**src/design/sagc_pkg.sv**
```systemverilog
// Shared constants and types for the sleep aware clock gating block.
// Assumes one system clock and endpoints gated from that same clock.
package sagc_pkg;

    // ********************************
    // Sizes, reset values and timing
    // ********************************
    localparam int unsigned ENDPOINTS      = 8;
    localparam logic [7:0]  MASK_RESET     = 8'hFF;
    localparam int unsigned WAKE_HOLD_CYC  = 2;
    localparam logic [1:0]  HOLD_LAST      = 2'h1;
    localparam logic [1:0]  HOLD_START     = 2'(WAKE_HOLD_CYC);

    // ********************************
    // Types
    // ********************************
    typedef logic [ENDPOINTS-1:0] sagc_mask_t;

    // Status from the processors and the DMA engine
    typedef struct packed {
        logic [1:0] proc_asleep;
        logic [1:0] proc_wake_irq;
        logic       dma_busy;
    } sagc_status_t;

    // Mask load request, one per mask set
    typedef struct packed {
        logic       load;
        sagc_mask_t value;
    } sagc_mask_wr_t;

    typedef enum logic [1:0] {
        SAGC_AWAKE,
        SAGC_SLEEP,
        SAGC_WAKING
    } sagc_state_t;

endpackage
```
**src/design/sagc_clock_gating.sv**
```systemverilog
// Top of the sleep aware clock gating block: mask sets, sleep tracking,
// wake stall and one gate per clock endpoint.
// Assumes processor and DMA status are synchronous to clk_in.
//
// Function
// RULE1: Each endpoint clock can be switched off on its own at any time by its enable flag.
// RULE2: Turning an endpoint gate on or off never makes a runt pulse on its clock.
// RULE3: Gating an endpoint off and on again leaves its state untouched, with no reset.
// RULE4: There are two mask sets of the same layout with one flag per endpoint.
// RULE5: Outside sleep the awake mask chooses which endpoints run.
// RULE6: Sleep is entered only when both processors are asleep and the DMA is idle.
// RULE7: Sleep is left as soon as either processor takes a wake interrupt.
// RULE8: During sleep every gate follows the sleep mask instead.
// RULE9: The two masks are independent and no consistency is forced between them.
// RULE10: On wake the processors are held off the bus until the clocks run again.
// RULE11: The processor clocks are not gated here; each processor gates its own.
// RULE12: Software should keep the bus fabric, stack and vector memories on in the awake mask.
// RULE13: Both masks reset to all ones so every clock runs after reset.
`timescale 1ns/1ps
`default_nettype none

module sagc_clock_gating (
    // Clock and reset
    input  wire logic                  clk_in,
    input  wire logic                  reset_in,
    // Processor and DMA status
    input  wire sagc_pkg::sagc_status_t status_in,
    // Mask loads
    input  wire sagc_pkg::sagc_mask_wr_t awake_wr_in,
    input  wire sagc_pkg::sagc_mask_wr_t sleep_wr_in,
    // Bus stall towards the processors
    output logic                       bus_hold_out,
    // Status
    output logic                       in_sleep_out,
    output sagc_pkg::sagc_mask_t       awake_clock_mask_out,
    output sagc_pkg::sagc_mask_t       sleep_clock_mask_out,
    output sagc_pkg::sagc_mask_t       active_mask_out,
    // Gated endpoint clocks
    output logic [sagc_pkg::ENDPOINTS-1:0] gclk_out
);

    // ********************************
    // Mask sets
    // ********************************
    sagc_pkg::sagc_mask_t awake_clock_mask_r;
    sagc_pkg::sagc_mask_t sleep_clock_mask_r;
    sagc_pkg::sagc_mask_t awake_clock_mask_nxt;
    sagc_pkg::sagc_mask_t sleep_clock_mask_nxt;

    // Each set loads on its own strobe; nothing ties one to the other RULE9
    assign awake_clock_mask_nxt = awake_wr_in.load ? awake_wr_in.value : awake_clock_mask_r;
    assign sleep_clock_mask_nxt = sleep_wr_in.load ? sleep_wr_in.value : sleep_clock_mask_r;

    // Two identical sets, all clocks on out of reset RULE4 RULE13
    always_ff @(posedge clk_in or posedge reset_in) begin
        if (reset_in) begin
            awake_clock_mask_r <= sagc_pkg::MASK_RESET;
            sleep_clock_mask_r <= sagc_pkg::MASK_RESET;
        end else begin
            awake_clock_mask_r <= awake_clock_mask_nxt;
            sleep_clock_mask_r <= sleep_clock_mask_nxt;
        end
    end

    // ********************************
    // Sleep state tracking
    // ********************************
    sagc_pkg::sagc_state_t state_r;
    sagc_pkg::sagc_state_t state_nxt;
    logic [1:0]            hold_cnt_r;
    logic [1:0]            hold_cnt_nxt;
    wire                   sleep_ok;
    wire                   wake_req;

    // Only the sleep status of both cores and DMA idleness matter RULE6
    assign sleep_ok = (&status_in.proc_asleep) & ~status_in.dma_busy;
    // Either core's interrupt is enough to wake RULE7
    assign wake_req = |status_in.proc_wake_irq;

    // Wake beats a sleep request seen in the same cycle
    always_comb begin
        state_nxt    = state_r;
        hold_cnt_nxt = hold_cnt_r;
        unique case (state_r)
            sagc_pkg::SAGC_AWAKE: begin
                if (sleep_ok && !wake_req) begin
                    state_nxt = sagc_pkg::SAGC_SLEEP; // RULE6
                end
            end
            sagc_pkg::SAGC_SLEEP: begin
                if (wake_req) begin
                    state_nxt    = sagc_pkg::SAGC_WAKING; // RULE7
                    hold_cnt_nxt = sagc_pkg::HOLD_START;
                end
            end
            sagc_pkg::SAGC_WAKING: begin
                // Gate enables need one rising and one falling edge to settle
                if (hold_cnt_r == sagc_pkg::HOLD_LAST) begin
                    state_nxt = sagc_pkg::SAGC_AWAKE;
                end
                hold_cnt_nxt = hold_cnt_r - 2'h1;
            end
            default: begin
                state_nxt = sagc_pkg::SAGC_AWAKE;
            end
        endcase
    end

    // State and wake counter
    always_ff @(posedge clk_in or posedge reset_in) begin
        if (reset_in) begin
            state_r    <= sagc_pkg::SAGC_AWAKE;
            hold_cnt_r <= 2'h0;
        end else begin
            state_r    <= state_nxt;
            hold_cnt_r <= hold_cnt_nxt;
        end
    end

    // ********************************
    // Mask selection and gates
    // ********************************
    sagc_pkg::sagc_mask_t active_mask_r;
    wire                  sel_sleep;
    sagc_pkg::sagc_mask_t active_mask_nxt;

    // Sleep mask rules only in the sleep state, awake mask otherwise RULE5 RULE8
    assign sel_sleep       = (state_r == sagc_pkg::SAGC_SLEEP);
    assign active_mask_nxt = sel_sleep ? sleep_clock_mask_r : awake_clock_mask_r;

    // Registered so gate enables never see decode hazards
    always_ff @(posedge clk_in or posedge reset_in) begin
        if (reset_in) begin
            active_mask_r <= sagc_pkg::MASK_RESET;
        end else begin
            active_mask_r <= active_mask_nxt;
        end
    end

    // One gate per endpoint; processor clocks are not among them RULE1 RULE11
    for (genvar g = 0; g < sagc_pkg::ENDPOINTS; g++) begin : gen_gate
        sagc_gate_cell u_gate (
            .clk_in    (clk_in),
            .reset_in  (reset_in),
            .enable_in (active_mask_r[g]),
            .gclk_out  (gclk_out[g])
        );
    end

    // ********************************
    // Outputs
    // ********************************
    // Clock request: hold the bus until re-enabled clocks run RULE10
    assign bus_hold_out         = (state_r == sagc_pkg::SAGC_WAKING);
    assign in_sleep_out         = sel_sleep;
    assign awake_clock_mask_out = awake_clock_mask_r;
    assign sleep_clock_mask_out = sleep_clock_mask_r;
    assign active_mask_out      = active_mask_r;
endmodule

`default_nettype wire

```
**src/design/sagc_gate_cell.sv**
```systemverilog
// One glitch-free clock gate for a single endpoint.
// Assumes the enable is launched by rising edges of the same clock.
`timescale 1ns/1ps
`default_nettype none

module sagc_gate_cell (
    // Clock and reset
    input  wire logic clk_in,
    input  wire logic reset_in,
    // Control
    input  wire logic enable_in,
    // Gated clock
    output logic      gclk_out
);

    logic en_low_r;

    // Enable moves only while the clock is low, so no runt high phase RULE2
    always_ff @(negedge clk_in or posedge reset_in) begin
        if (reset_in) begin
            en_low_r <= 1'b1;
        end else begin
            en_low_r <= enable_in;
        end
    end

    // Clock only stops; endpoint logic is never reset here RULE3
    assign gclk_out = clk_in & en_low_r;

endmodule

`default_nettype wire

```
**config.mk**
```make
export PLATFORM = sky130hd
export DESIGN_NAME = sagc_clock_gating
export DESIGN_NICKNAME = d
export VERILOG_FILES = /design/src/design/sagc_pkg.sv /design/src/design/sagc_clock_gating.sv /design/src/design/sagc_gate_cell.sv
export SDC_FILE = /design/constraint.sdc
export NUM_CORES = 1
export LEC_CHECK = 0
export BUFFER_PORTS_ARGS = -buffer_cell sky130_fd_sc_hd__buf_2
export CAP_MARGIN = 5
export CORE_UTILIZATION = 50
export DETAILED_ROUTE_END_ITERATION = 10
export PLACE_DENSITY = 0.9
export SETUP_SLACK_MARGIN = 0.1
export SLEW_MARGIN = 20
export SYNTH_ARGS = -nofsm -noshare
export SYNTH_HDL_FRONTEND = slang
export SYNTH_SLANG_ARGS = --single-unit
```
**constraint.sdc**
```tcl
create_clock -name clk_in -period 2.4 [get_ports clk_in]
set_input_delay 0 -clock clk_in [delete_from_list [all_inputs] [get_ports clk_in]]
set_output_delay 0 -clock clk_in [all_outputs]
set_load 0.005 [all_outputs]
```
==> results.json <==
{
  "final-seq-area_um2": 941,
  "cts_setup_buffers": 0,
  "antenna-diode-count": 0,
  "syn_avg_cell_area_um2": 14.8,
  "syn_nets": 132,
  "p_per_area_nw_per_um2": 833,
  "crit_slowest_cell": "dfstp_2",
  "routedWlPerCell_um": 18.6,
  "slew_viol_final": 0,
  "worstHoldPathType": "in2async",
  "ir_worst_vdd_mv": 0.622,
  "hold_viol": 0,
  "start_util_pct": 54.9,
  "ant_nets": 0,
  "ios": 59,
  "syn_inst": 106,
  "fp-row-count": 19,
  "syn_to_final_growth_pct": 46.8,
  "pre_cts_slack_ps": 505,
  "place_area_um2": 1770,
  "io_buffers": 58,
  "skew_ps": 68.2,
  "worstMarginPinSlew_ps": 589,
  "reg2reg_depth": 0,
  "path_cells": "and2_4 > buf_6",
  "drtIter0Drc": 43,
  "r2r_start": "active_mask_out[7]",
  "worst_skew_pair.late_latency_ps": 540,
  "synthTopCellsByArea": "dfstp_2 54%, mux2_2 12%, buf_4 7.7%",
  "layout-drive-gt1-share_pct": 68.5,
  "antenna_found_initial": 0,
  "endpoint_kind": "output port",
  "yosysTopAreaCell": "dfstp_2",
  "path_class": "reg2out",
  "synth-compound-area-share_pct": 3.44,
  "grt_use_total_pct": 30.6,
  "yosysUniqueCellTypes": 22,
  "synth_top_area_share_pct": 53.7,
  "p_leak_nw": 1.13,
  "ys_warn_count": 0,
  "max_stage_delay_ps": 510,
  "worstPathRequired_ps": 2400,
  "yosys.area_share.adder_pct": 0.799,
  "grt_max_degree": 18,
  "ys_ff_latch": 36,
  "cts_tree": "built",
  "synthSimpleGateAreaFrac_pct": 6.00,
  "cp-start-kind": "register",
  "die_x_um": 58.0,
  "yosysSeqAreaShare_pct": 60.1,
  "r2r_slack_ps": 630,
  "multi_input_area_um2": 475,
  "wirelength_um": 4350,
  "worstPathMaxFanout": 1,
  "grt_pass1_wl_um": 6910,
  "violations": "DRC, setup timing",
  "grt_pass1_vias": 1423,
  "post-route-drc-count": 3,
  "die_h_um": 58.0,
  "synth-xor-area-share_pct": 0,
  "die_area_um2": 3360,
  "worstReg2RegEnd": "gen_gate[7].u_gate.en_low_r",
  "coreArea_um2": 2850,
  "tns_ps": -245,
  "overflow": 0,
  "cts.clk_slew.worst_paths_ps": 120,
  "synth_top_family_by_area": "multiplexers",
  "globalplace.congestion": 0.694,
  "setup_viol": 16,
  "status": "finished with violations",
  "rsz0062_at_grt": "true",
  "final_area_um2": 2300,
  "hpwl_um": 2090,
  "syn_area_um2": 1570,
  "critical_path_arrival_ps": 2450,
  "viasPerCell": 5.06,
  "layout.nets": 227,
  "slew_headroom_pct": 60.8,
  "firstDrtPassIters": 7,
  "drv_cap": 0,
  "fillers": 138,
  "setup_ws_ps": -51.8,
  "yosys-mux-area-fraction_pct": 19.2,
  "vias": 1184
}
layer usage:
layer  part of all wire, %  wire, µm  GRT usage, %  up-vias
met1                    38      1650          31.5      588
met4                   3.6       155          20.1        0
met2                    53      2320          51.7       53
met3                   5.2       227          11.6       14
li1                      -         -             -      529
met5                     0         0             0        -
worst max-delay path: cells and delay by family (launching register included):
kind,cells,cell delay (ps)
DFF,1,510
buffers and inverters,1,80
and+or+nand+nor,1,120
synthesized netlist by cell type:
| master | number |
|---|---|
| dfstp_2 | 32 |
| buf_4 | 16 |
| mux2_2 | 16 |
| and2_1 | 8 |
| mux2_4 | 8 |
| inv_1 | 6 |
| dfrtp_1 | 4 |
| buf_2 | 2 |
| a221oi_2 | 1 |
| a22o_2 | 1 |
| a31oi_1 | 1 |
| and2b_4 | 1 |
| buf_6 | 1 |
| ha_1 | 1 |
| nand2_1 | 1 |
| nand2b_1 | 1 |
| nand2b_4 | 1 |
| nor2_1 | 1 |
| nor4_1 | 1 |
| o211ai_1 | 1 |
| o21ai_0 | 1 |
| o21ba_2 | 1 |
per-stage QoR:
step / util (%) / hold WS, ps / total power, W / instances
6_report: 80.5 / 364 / 0.00191 / 234
3_3_place_gp: 62.0 / 178 / 0.00116 / 178
2_1_floorplan: - / 71.0 / 0.00115 / 106
5_1_grt: 80.5 / 445 / 0.00203 / 234
4_1_cts: 79.3 / 404 / 0.00180 / 234
3_5_place_dp: 62.0 / 184 / 0.00119 / 178
logic make-up after synthesis:
kind of cell               after synthesis
adders and majority gates                1
muxes                                   24
AOI/OAI and AO/OA                        6
and+or+nand+nor                         14
DFF                                     36
buffers and inverters                   25
layout by cell type (no fill, tap or decap), types with 2 or more instances in the layout:
cell and n:
mux2_4 8, dfstp_2 32, mux2_2 16, clkbuf_4 9, dfrtp_1 4, buf_2 52
buf_4 2, and2_1 2, buf_6 6, and2_4 6, inv_1 13, dlygate4sd3_1 36
registers in the layout, indices dropped and copies added (netlist names):
signal,count
active_mask_out,8
awake_clock_mask_out,8
gen_gate.u_gate.en_low_r,8
sleep_clock_mask_out,8
hold_cnt_r,2
state_r,2
repair_timing:
item	CTS	global route
endpoints found under the hold margin	26	0
endpoints found under the setup margin	16	16
hold buffers	36	0
gates resized for setup	4	8
pin swaps	7	0
worst max-delay path by stage:
stage	start	end	slack, ps	cells after the start
after floorplan	gen_gate[1].u_gate.en_low_r	gclk_out[1]	510	2
after global routing	gen_gate[6].u_gate.en_low_r	gclk_out[6]	-100	2
after global placement	gen_gate[7].u_gate.en_low_r	gclk_out[7]	510	2
final	gen_gate[4].u_gate.en_low_r	gclk_out[4]	-50	2
after detailed placement	gen_gate[1].u_gate.en_low_r	gclk_out[1]	500	2
after CTS	gen_gate[0].u_gate.en_low_r	gclk_out[0]	-50	2
where the power goes:
group          internal, W  switching [W]  leakage [nW]  total (W)
Combinational     0.000194       0.000131         0.573   0.000326
Sequential        0.000730      0.0000678         0.387   0.000797
Clock             0.000406       0.000386         0.173   0.000791
Total              0.00133       0.000585          1.13    0.00191
area by class of cell:
type / count / area share (%)
well taps: 31 / 1.69
repair buffers: 88 / 27.2
clock buffers: 18 / 6.48
inverters: 5 / 0.817
flip-flops and latches: 36 / 41.0
clock inverters: 11 / 2.12
multi-input cells: 45 / 20.7
(Power assumes the default switching activity.)
